$ cat config.mk
export PLATFORM = sky130hd
export DESIGN_NAME = smr_regs
export DESIGN_NICKNAME = d
export VERILOG_FILES = /design/src/logic/smr_pkg.sv /design/src/logic/smr_mode_if.sv /design/src/logic/smr_mode_decode.sv /design/src/logic/smr_regs.sv
export SDC_FILE = /design/constraint.sdc
export NUM_CORES = 1
export LEC_CHECK = 0
export BUFFER_PORTS_ARGS = -buffer_cell sky130_fd_sc_hd__buf_2
export CORE_MARGIN = 2
export CORE_UTILIZATION = 40
export CTS_CLUSTER_SIZE = 14
export DETAILED_ROUTE_END_ITERATION = 12
export PLACE_DENSITY_LB_ADDON = 0.2
export SETUP_SLACK_MARGIN = 0.2
export SLEW_MARGIN = 25
export SYNTH_ARGS = -nofsm -noshare
export SYNTH_HDL_FRONTEND = slang
export SYNTH_SLANG_ARGS = --single-unit
$ cat constraint.sdc
create_clock -name ref_clk_i -period 1.1 [get_ports ref_clk_i]
set_input_delay 0.165 -clock ref_clk_i [delete_from_list [all_inputs] [get_ports ref_clk_i]]
set_output_delay 0.165 -clock ref_clk_i [all_outputs]
set_load 0.05 [all_outputs]
$ cat src/logic/smr_pkg.sv
// constants and types for the sensor monitor mode and reset register bank
package smr_pkg;

    // ----------------------------------------------------------------
    // register offsets
    // ----------------------------------------------------------------
    localparam logic [7:0] ADDR_MODE_AND_BUS_STATUS    = 8'h00;
    localparam logic [7:0] ADDR_SOFT_RESET_TRIGGER     = 8'h14;
    localparam logic [7:0] ADDR_CALIBRATION_TRIGGER    = 8'h15;
    localparam logic [7:0] ADDR_RESET_UNLOCK_KEY       = 8'h17;
    localparam logic [7:0] ADDR_OPERATING_MODE_SELECT  = 8'h1C;
    localparam logic [7:0] ADDR_INPUT_PIN_CONFIG       = 8'h24;

    // ----------------------------------------------------------------
    // fields and reset values
    // ----------------------------------------------------------------
    localparam logic [3:0] UNLOCK_PATTERN_VALUE = 4'hA;
    localparam logic [3:0] UNLOCK_PATTERN_RST   = 4'h0;
    localparam logic [2:0] REQUESTED_MODE_RST   = 3'h0;
    localparam logic [1:0] INPUT_ARRANGEMENT_RST = 2'h0;
    localparam int         SOFT_RESET_BIT_POS   = 0;
    localparam int         START_CAL_BIT_POS    = 0;
    localparam int         FAST_BUS_ACTIVE_POS  = 2;
    localparam logic [7:0] READ_ZERO            = 8'h00;

    // ----------------------------------------------------------------
    // modes
    // ----------------------------------------------------------------
    typedef enum logic [1:0] {
        ACT_MANUAL      = 2'b00,
        ACT_UNUSED      = 2'b01,
        ACT_AUTONOMOUS  = 2'b10,
        ACT_PRECISION   = 2'b11
    } smr_active_mode_type;

    typedef enum logic [1:0] {
        CFG_TWO_SINGLE   = 2'b00,
        CFG_REMOTE_GND   = 2'b01,
        CFG_PSEUDO_DIFF  = 2'b10,
        CFG_TWO_SINGLE_B = 2'b11
    } smr_input_cfg_type;

endpackage : smr_pkg

$ cat src/logic/smr_mode_if.sv
// carrier for decoded mode between the bank and its decoder
`timescale 1ns/1ps
interface smr_mode_if;
    logic [2:0] requested_mode;
    logic [1:0] active_mode;
    logic       manual_ch0_only;
    logic       auto_sequence;
    logic       mode_reserved;
    modport bank (output requested_mode, input active_mode, manual_ch0_only, auto_sequence, mode_reserved);
    modport dec  (input requested_mode, output active_mode, manual_ch0_only, auto_sequence, mode_reserved);
endinterface : smr_mode_if

$ cat src/logic/smr_mode_decode.sv
// decoder from requested mode to active mode indications
`timescale 1ns/1ps
module smr_mode_decode
    import smr_pkg::*;
(
    smr_mode_if.dec m
);

    // ----------------------------------------------------------------
    // mode decode
    // ----------------------------------------------------------------
    always_comb
    begin
        m.active_mode     = ACT_MANUAL;
        m.manual_ch0_only = 1'b0;
        m.auto_sequence   = 1'b0;
        m.mode_reserved   = 1'b0;
        case (m.requested_mode)
            3'b000, 3'b001:
            begin
                m.manual_ch0_only = 1'b1;
            end
            3'b010, 3'b011:
            begin
                m.mode_reserved = 1'b1;
            end
            3'b100, 3'b101:
            begin
                m.auto_sequence = 1'b1;
            end
            3'b110:
            begin
                m.active_mode   = ACT_AUTONOMOUS;
                m.auto_sequence = 1'b1;
            end
            3'b111:
            begin
                m.active_mode   = ACT_PRECISION;
                m.auto_sequence = 1'b1;
            end
            default:
            begin
                m.mode_reserved = 1'b1;
            end
        endcase
    end

endmodule : smr_mode_decode

$ cat src/logic/smr_regs.sv
// mode, calibration, input configuration and keyed reset register bank
//
// What this block does
// - four-bit unlock pattern in key bits 3-0; 1010b permits reset writes
// - soft reset register writes honoured only while key holds 1010b
// - key register survives a device reset
// - key bits 7-4 read zero; host must not write them
// - writing 1 to reset bit 0 when unlocked resets the device
// - writing 1 to calibration bit 0 starts offset calibration unless a device or general-call reset is active
// - three-bit mode select decodes manual, sequencing, autonomous, precision, reserved
// - status bit 2 shows bus high-speed operation, read only
// - two-bit active mode status: 00 manual, 10 autonomous, 11 precision
// - two-bit input arrangement selects single-ended, remote ground or pseudo-differential
// - mode select bits 7-3 always read zero
// - registers return to defaults on power-up and general-call reset
`timescale 1ns/1ps
module smr_regs
    import smr_pkg::*;
(
    input  wire logic       ref_clk_i,
    input  wire logic       rst_i,
    input  wire logic       gen_call_reset_i,
    input  wire logic       reg_wr_i,
    input  wire logic       reg_rd_i,
    input  wire logic [7:0] reg_addr_i,
    input  wire logic [7:0] reg_wdata_i,
    output logic [7:0]      reg_rdata_o,
    input  wire logic       fast_bus_active_i,
    output logic            device_reset_o,
    output logic            start_calibration_o,
    output logic [2:0]      requested_mode_o,
    output logic [1:0]      active_mode_o,
    output logic            manual_ch0_only_o,
    output logic            auto_sequence_o,
    output logic            mode_reserved_o,
    output logic [1:0]      input_arrangement_o,
    output logic            two_single_ended_o,
    output logic            remote_ground_sense_o,
    output logic            pseudo_differential_o
);

    // ----------------------------------------------------------------
    // state
    // ----------------------------------------------------------------
    logic [3:0] unlock_pattern_ff;
    logic [2:0] requested_mode_ff;
    logic [1:0] input_arrangement_ff;
    logic       device_reset_ff;
    logic       start_calibration_ff;
    logic [7:0] reg_rdata_ff;
    logic [7:0] nxt_rdata;
    logic       clear_regs;
    logic       reset_write;
    logic       key_unlocked;
    logic       hit_status;
    logic       hit_soft_reset;
    logic       hit_calibration;
    logic       hit_unlock_key;
    logic       hit_mode_select;
    logic       hit_input_config;
    logic       wr_unlock_key;
    logic       wr_mode_select;
    logic       wr_input_config;
    logic       wr_calibration;
    logic [3:0] wdata_key;
    logic [2:0] wdata_mode;
    logic [1:0] wdata_config;
    logic       wdata_reset_bit;
    logic       wdata_cal_bit;
    logic [7:0] status_word;
    logic [7:0] key_word;
    logic [7:0] mode_word;
    logic [7:0] config_word;
    logic       two_single_ended;
    logic       remote_ground_sense;
    logic       pseudo_differential;
    smr_mode_if mode_bus ();

    // ----------------------------------------------------------------
    // mode decoder
    // ----------------------------------------------------------------
    // reserved and manual codes both report manual status
    smr_mode_decode u_decode
    (
        .m (mode_bus.dec)
    );

    // ----------------------------------------------------------------
    // address decode
    // ----------------------------------------------------------------
    // one hit per register; unmapped offsets hit nothing
    assign hit_status       = reg_addr_i == ADDR_MODE_AND_BUS_STATUS;
    assign hit_soft_reset   = reg_addr_i == ADDR_SOFT_RESET_TRIGGER;
    assign hit_calibration  = reg_addr_i == ADDR_CALIBRATION_TRIGGER;
    assign hit_unlock_key   = reg_addr_i == ADDR_RESET_UNLOCK_KEY;
    assign hit_mode_select  = reg_addr_i == ADDR_OPERATING_MODE_SELECT;
    assign hit_input_config = reg_addr_i == ADDR_INPUT_PIN_CONFIG;

    // ----------------------------------------------------------------
    // write data fields
    // ----------------------------------------------------------------
    assign wdata_key       = reg_wdata_i[3:0];
    assign wdata_mode      = reg_wdata_i[2:0];
    assign wdata_config    = reg_wdata_i[1:0];
    assign wdata_reset_bit = reg_wdata_i[SOFT_RESET_BIT_POS];
    assign wdata_cal_bit   = reg_wdata_i[START_CAL_BIT_POS];

    // ----------------------------------------------------------------
    // write strobes
    // ----------------------------------------------------------------
    // device reset clears all but the key; general call clears everything
    assign clear_regs      = gen_call_reset_i | device_reset_ff;
    assign key_unlocked    = unlock_pattern_ff == UNLOCK_PATTERN_VALUE;
    assign reset_write     = reg_wr_i & hit_soft_reset & key_unlocked;
    assign wr_unlock_key   = reg_wr_i & hit_unlock_key;
    assign wr_mode_select  = reg_wr_i & hit_mode_select;
    assign wr_input_config = reg_wr_i & hit_input_config;
    assign wr_calibration  = reg_wr_i & hit_calibration & ~clear_regs;

    // ----------------------------------------------------------------
    // read-back words, reserved bits tied low
    // ----------------------------------------------------------------
    assign status_word = {5'h00, fast_bus_active_i, mode_bus.active_mode};
    assign key_word    = {4'h0, unlock_pattern_ff};
    assign mode_word   = {5'h00, requested_mode_ff};
    assign config_word = {6'h00, input_arrangement_ff};

    // ----------------------------------------------------------------
    // key register
    // ----------------------------------------------------------------
    always_ff @(posedge ref_clk_i or posedge rst_i)
    begin
        // key is kept out of clear_regs, so a device reset leaves it
        if (rst_i)
        begin
            unlock_pattern_ff <= UNLOCK_PATTERN_RST;
        end
        else if (gen_call_reset_i)
        begin
            unlock_pattern_ff <= UNLOCK_PATTERN_RST;
        end
        else if (wr_unlock_key)
        begin
            unlock_pattern_ff <= wdata_key;
        end
    end

    // ----------------------------------------------------------------
    // configuration registers
    // ----------------------------------------------------------------
    always_ff @(posedge ref_clk_i or posedge rst_i)
    begin
        if (rst_i)
        begin
            requested_mode_ff <= REQUESTED_MODE_RST;
        end
        else if (clear_regs)
        begin
            requested_mode_ff <= REQUESTED_MODE_RST;
        end
        else if (wr_mode_select)
        begin
            requested_mode_ff <= wdata_mode;
        end
    end

    always_ff @(posedge ref_clk_i or posedge rst_i)
    begin
        if (rst_i)
        begin
            input_arrangement_ff <= INPUT_ARRANGEMENT_RST;
        end
        else if (clear_regs)
        begin
            input_arrangement_ff <= INPUT_ARRANGEMENT_RST;
        end
        else if (wr_input_config)
        begin
            input_arrangement_ff <= wdata_config;
        end
    end

    // ----------------------------------------------------------------
    // write-only triggers, one-cycle pulses
    // ----------------------------------------------------------------
    always_ff @(posedge ref_clk_i or posedge rst_i)
    begin
        if (rst_i)
        begin
            device_reset_ff <= 1'b0;
        end
        else
        begin
            device_reset_ff <= reset_write & wdata_reset_bit;
        end
    end

    // a calibration write in the cycle of a reset is dropped
    always_ff @(posedge ref_clk_i or posedge rst_i)
    begin
        if (rst_i)
        begin
            start_calibration_ff <= 1'b0;
        end
        else
        begin
            start_calibration_ff <= wr_calibration & wdata_cal_bit;
        end
    end

    // ----------------------------------------------------------------
    // read path
    // ----------------------------------------------------------------
    // write-only and unmapped offsets read as zero
    always_comb
    begin
        nxt_rdata = READ_ZERO;
        if (hit_status)
        begin
            nxt_rdata = status_word;
        end
        else if (hit_unlock_key)
        begin
            nxt_rdata = key_word;
        end
        else if (hit_mode_select)
        begin
            nxt_rdata = mode_word;
        end
        else if (hit_input_config)
        begin
            nxt_rdata = config_word;
        end
        else if (hit_soft_reset | hit_calibration)
        begin
            nxt_rdata = READ_ZERO;
        end
        else
        begin
            nxt_rdata = READ_ZERO;
        end
    end

    always_ff @(posedge ref_clk_i or posedge rst_i)
    begin
        if (rst_i)
        begin
            reg_rdata_ff <= READ_ZERO;
        end
        else if (reg_rd_i)
        begin
            // data holds until the next read
            reg_rdata_ff <= nxt_rdata;
        end
    end

    // ----------------------------------------------------------------
    // input arrangement decode
    // ----------------------------------------------------------------
    always_comb
    begin
        two_single_ended    = 1'b0;
        remote_ground_sense = 1'b0;
        pseudo_differential = 1'b0;
        case (input_arrangement_ff)
            CFG_TWO_SINGLE, CFG_TWO_SINGLE_B:
            begin
                two_single_ended = 1'b1;
            end
            CFG_REMOTE_GND:
            begin
                remote_ground_sense = 1'b1;
            end
            CFG_PSEUDO_DIFF:
            begin
                pseudo_differential = 1'b1;
            end
            default:
            begin
                two_single_ended = 1'b1;
            end
        endcase
    end

    // ----------------------------------------------------------------
    // outputs
    // ----------------------------------------------------------------
    assign mode_bus.requested_mode = requested_mode_ff;
    assign reg_rdata_o             = reg_rdata_ff;
    assign device_reset_o          = device_reset_ff;
    assign start_calibration_o     = start_calibration_ff;
    assign requested_mode_o        = requested_mode_ff;
    assign active_mode_o           = mode_bus.active_mode;
    assign manual_ch0_only_o       = mode_bus.manual_ch0_only;
    assign auto_sequence_o         = mode_bus.auto_sequence;
    assign mode_reserved_o         = mode_bus.mode_reserved;
    assign input_arrangement_o     = input_arrangement_ff;
    assign two_single_ended_o      = two_single_ended;
    assign remote_ground_sense_o   = remote_ground_sense;
    assign pseudo_differential_o   = pseudo_differential;

endmodule : smr_regs

Yosys cells after proc, flatten, opt, wreduce, memory -nomap -nowiden
Index checks and enable logic that the tools add are counted.
{ "totals": {"elab_cells": 60, "regBits": 19} }
{ "op_classes": {"n_mux": 17, "reduce_logical": 10, "n_eq_ne": 16, "bitwise_logic": 11} }
{ "op_table": {"columns": ["operator", "count"], "rows": [
  ["$eq A8 B5 Y1 const B", 4],
  ["$mux W4", 4],
  ["$eq A3 B3 Y1 const B", 4],
  ["$and A1 B1 Y1", 9],
  ["$mux W3", 3],
  ["$eq A8 B6 Y1 const B", 1],
  ["$logic_not A8 Y1", 1],
  ["$eq A3 B2 Y1 const B", 2],
  ["$mux W1", 6],
  ["$mux W2", 3],
  ["$reduce_bool A2 Y1", 3],
  ["$reduce_or A2 Y1", 3],
  ["$eq A2 B2 Y1 const B", 2],
  ["$eq A4 B4 Y1 const B", 1],
  ["$pmux W2 S2", 1],
  ["$reduce_or A4 Y1", 1],
  ["$eq A3 B1 Y1 const B", 1],
  ["$logic_not A3 Y1", 1],
  ["$eq A2 B1 Y1 const B", 1],
  ["$logic_not A2 Y1", 1],
  ["$not A1 Y1", 1],
  ["$or A1 B1 Y1", 1]
]} }

Longest topological paths before layout
{ "depth": {"ltp_word": 5, "ltp_mapped": 5} }

By module
A second synthesis with hierarchy kept.
{ "hier_totals": {"cells_unflattened": 96, "hier_area_um2": 919.6} }
{ "by_module_without_submodules": {"columns": ["mod", "cells_each", "area_per_inst_um2", "n_inst"], "rows": [
  ["smr_regs", 91, 892.1, 1],
  ["smr_mode_decode", 5, 27.5, 1]
]} }

Worst setup path after synthesis
Ideal clock, no wire load.
{ "synth_path": {"path_type": "register to register", "startpoint": "reg requested_mode_ff[2], in the netlist requested_mode_o[2]", "endpoint": "reg reg_rdata_ff[0], in the netlist reg_rdata_o[0]", "t_arrival_ps": 1605, "path_stages_with_launch": 5, "required_time_ps": 1018, "n_path_buf": 0, "path_slack_ps": -587, "path_cell_list": "dfrtp_1 -> and3_1 -> nand2b_1 -> o22ai_1 -> a31oi_1"} }
{ "synth_between": {"elab_chain_len": 3, "elab_cells_between_ends": 4} }
{ "synth_lines": {"columns": ["item", "line_no", "text"], "rows": [
  ["start, declared", "smr_regs.sv:46", "logic [2:0] requested_mode_ff;"],
  ["start signal, assigned", "smr_regs.sv:163", "requested_mode_ff <= wdata_mode;"],
  ["$eq A3 B3 Y1", "smr_mode_decode.sv:18", "case (m.requested_mode)"],
  ["$pmux W2 S2 *", "smr_mode_decode.sv:18", null],
  ["named net active_mode_o[0]", "smr_regs.sv:32", "output logic [1:0] active_mode_o,"],
  ["$mux W4 *", "smr_regs.sv:218", "if (hit_status)"],
  ["end signal, assigned", "smr_regs.sv:253", "reg_rdata_ff <= nxt_rdata;"],
  ["end, declared", "smr_regs.sv:50", "logic [7:0] reg_rdata_ff;"]
]} }
The timed path passes the listed nets; every way through them passes the cells marked *.
A chain may end at the register's enable or synchronous reset.

Worst setup path after layout
{ "layout_path": {"startpoint": "in reg_addr_i[6]", "endpoint": "reg requested_mode_ff[2], in the netlist requested_mode_o[2]"} }
{ "layout_between": {"elab_chain_len": 3} }
{ "layout_lines": {"columns": ["item", "line_no", "text"], "rows": [
  ["start, declared", "smr_regs.sv:25", "input wire logic [7:0] reg_addr_i,"],
  ["$eq A8 B5 Y1", "smr_regs.sv:96", "assign hit_mode_select = reg_addr_i == ADDR_OPERATING_MODE_SELECT;"],
  ["$and A1 B1 Y1", "smr_regs.sv:116", "assign wr_mode_select = reg_wr_i & hit_mode_select;"],
  ["$reduce_bool A2 Y1 (no source line)", null, null]
]} }
Every way passes these cells.

==> results.toml <==
[run_status]
outcome = "finished, violations left"
violations = "negative setup slack"

[die]
rows = 17
die_h_um = 51.4
die_area_sq_um = 2640
initial_core_util_pct = 41.5
die_w_um = 51.4
io_pins = 45
coreArea_sq_um = 2170

[critical_path]
reg2reg_slack_ns = -0.10
crit_path_end = "requested_mode_o[2]"
rr_startpoint = "input_arrangement_o[1]"
startpoint = "reg_addr_i[6]"
crit_fanout = 4
reg2regPathDepth = 5
arrival_ns = 1.52
crit_required_ns = 1.28
critPathLaunchType = "input port"
critical_path_class = "input port to register"
timing.rr.end = "reg_rdata_o[1]"
cp-end-kind = "register"

[timing]
fin_worst_skew_ns = 0.00263
period_share_pct = 122
report.final.slew_viol_count = 0
fin_hold_ws_ns = 0.105
setup-violations-final = 22
period_needed_ns = 1.34
rsz0062_at_grt = "yes"
fmax_mhz = 746
fin_tns_setup_ns = -3.49
postLayoutSetupSlackWorst_ns = -0.241
finalHoldViolations = 0

[logic_synthesis]
syn_inst = 97
synth-async-reset-ratio_pct = 100
ys.flop_type = "dfrtp_1"
synth_cell_types = 39
avgSynthCellArea_sq_um = 9.27
synth_edf_count = 0
seq_area_frac_synth_pct = 41.7
synth_seq_cells = 15
yosysWarnings = 0
syn_area_sq_um = 900

[place]
portBuffers = 36
placed_cells = 176
dp_hpwl_mm = 1.80
gp_congestion = 0.809

[layout]
drive_gt1_share_pct = 64.9
area_delta_synth_final_pct = 91.8
final_cells = 196
fillers = 137
insertedDiodeCount = 0
final_common_cell = "buf_4"
layout.nets = 193
layout_common_cells = "28 x buf_4, 22 x buf_6, 12 x buf_2, 9 x dfrtp_1, 8 x nand2_1"

[detailed_routing]
wl_per_cell_um = 14.8
drt_first_pass_iters = 4
drtIter0Drc = 20
ant_nets = 0
routed_via_density = 5.40
routed_wirelength_mm = 2.91
drcViolationCount = 0
vias = 1058

[global_route]
grt_pass1_wl_mm = 4.43
grt_use_total_pct = 22.8
grt_antenna_before_repair = 0
grt_max_degree = 16
gr-total-overflow = 0
grt_pass1_vias = 966

[clock_network]
clkLatencyLatePin_ns = 0.28
tritoncts = "done"
clkTransAtPathRegs_ns = 0.10
h-tree-depth = 1
root_buffer = "clkbuf_4"
clock_path_buffers = 2
cts_buffers = 3
cts_sinks = 15

[power_and_ir_drop]
power_density_nw_per_um2 = 672
leakage_nw = 0.755
max-vdd-ir-drop_mv = 0.631

[flow_run]
drv_cap = 0

[min_path]
hold_class = "input port to register"
==> flip-flops by register name, summed over array words and instances (netlist names) <==
register and cells:
input_arrangement_o 2, device_reset_o 1, requested_mode_o 3, unlock_pattern_ff 4, reg_rdata_o 4, start_calibration_o 1
==> synthesized netlist by cell type, drive strengths merged (2+ instances only) <==
master,count,area [sq um]
a21oi,6,30.0
and2,3,22.5
and3,2,12.5
buf,5,33.8
clkbuf,2,7.51
dfrtp,15,375
ha,2,25.0
inv,6,22.5
mux2i,5,50.1
nand2,8,30.0
nand2b,2,12.5
nand3,5,25.0
nand4,3,18.8
nor2,7,26.3
nor4,3,33.8
o21ai,2,10.0
o22ai,3,18.8
or3,2,17.5
==> logic make-up after synthesis <==
| kind of cell | synth area share (%) |
|---|---|
| other | 0.417 |
| and+or+nand+nor | 31.4 |
| DFF | 41.7 |
| adders and majority gates | 2.78 |
| AOI/OAI and AO/OA | 11.0 |
| buffers and inverters | 7.09 |
| muxes | 5.56 |
==> metrics by stage <==
stage	total power, W	setup slack [ns]	utilization (%)	area (sq um)
finish	0.00116	-0.241	79.5	1730
global route	0.00121	-0.304	79.5	1730
CTS	0.00113	-0.232	72.4	1570
detailed placement	0.000776	-0.559	59.9	1300
global placement	0.000773	-0.505	59.9	1300
floorplan	0.000685	-0.361	-	1010
==> timing repair <==
action	4_1_cts	5_1_grt
hold buffers	1	0
setup buffers	6	9
pin swaps	8	8
endpoints found under the hold margin	15	0
setup endpoints to repair	34	34
gates resized for setup	54	22
==> how the worst min path moves through the flow <==
stage,endpoint,cells after the start,slack [ns],start
floorplan,reg_rdata_o[0],1,0.07,rst_i
global placement,reg_rdata_o[3],3,0.17,rst_i
detailed placement,reg_rdata_o[3],3,0.18,rst_i
CTS,unlock_pattern_ff[1],2,0.08,gen_call_reset_i
global route,unlock_pattern_ff[1],2,0.10,gen_call_reset_i
finish,unlock_pattern_ff[1],2,0.10,gen_call_reset_i
==> worst max-delay path, cell delays in order <==
cell     delay (ns)
buf_6          0.09
or4_4          0.57
nor4_4         0.38
mux2i_1        0.25
nor2_1         0.06
==> report_power, final <==
part	switching [W]	internal, W	total [W]
Clock	0.000193	0.000135	0.000328
Sequential	0.00000473	0.000557	0.000561
Combinational	0.000154	0.000117	0.000270
==> per-layer routing <==
| layer | part of all wire [%] | GRT usage (%) |
|---|---|---|
| met1 | 40 | 27.6 |
| met2 | 52 | 41.0 |
| met3 | 5.1 | 3.51 |
| met4 | 2.1 | 7.46 |
| met5 | 0 | 0 |
==> cell type report <==
| class | count | area [sq um] | share of cell area (%) |
|---|---|---|---|
| Clock inverter | 1 | 5.00 | 0.290 |
| Sequential cell | 15 | 385 | 22.3 |
| Tap cell | 28 | 35.0 | 2.03 |
| Timing Repair Buffer | 71 | 653 | 37.9 |
| Clock buffer | 3 | 22.5 | 1.31 |
| Inverter | 6 | 22.5 | 1.31 |
| Multi-Input combinational cell | 72 | 602 | 34.9 |
Power figures use the tool's default switching activity.
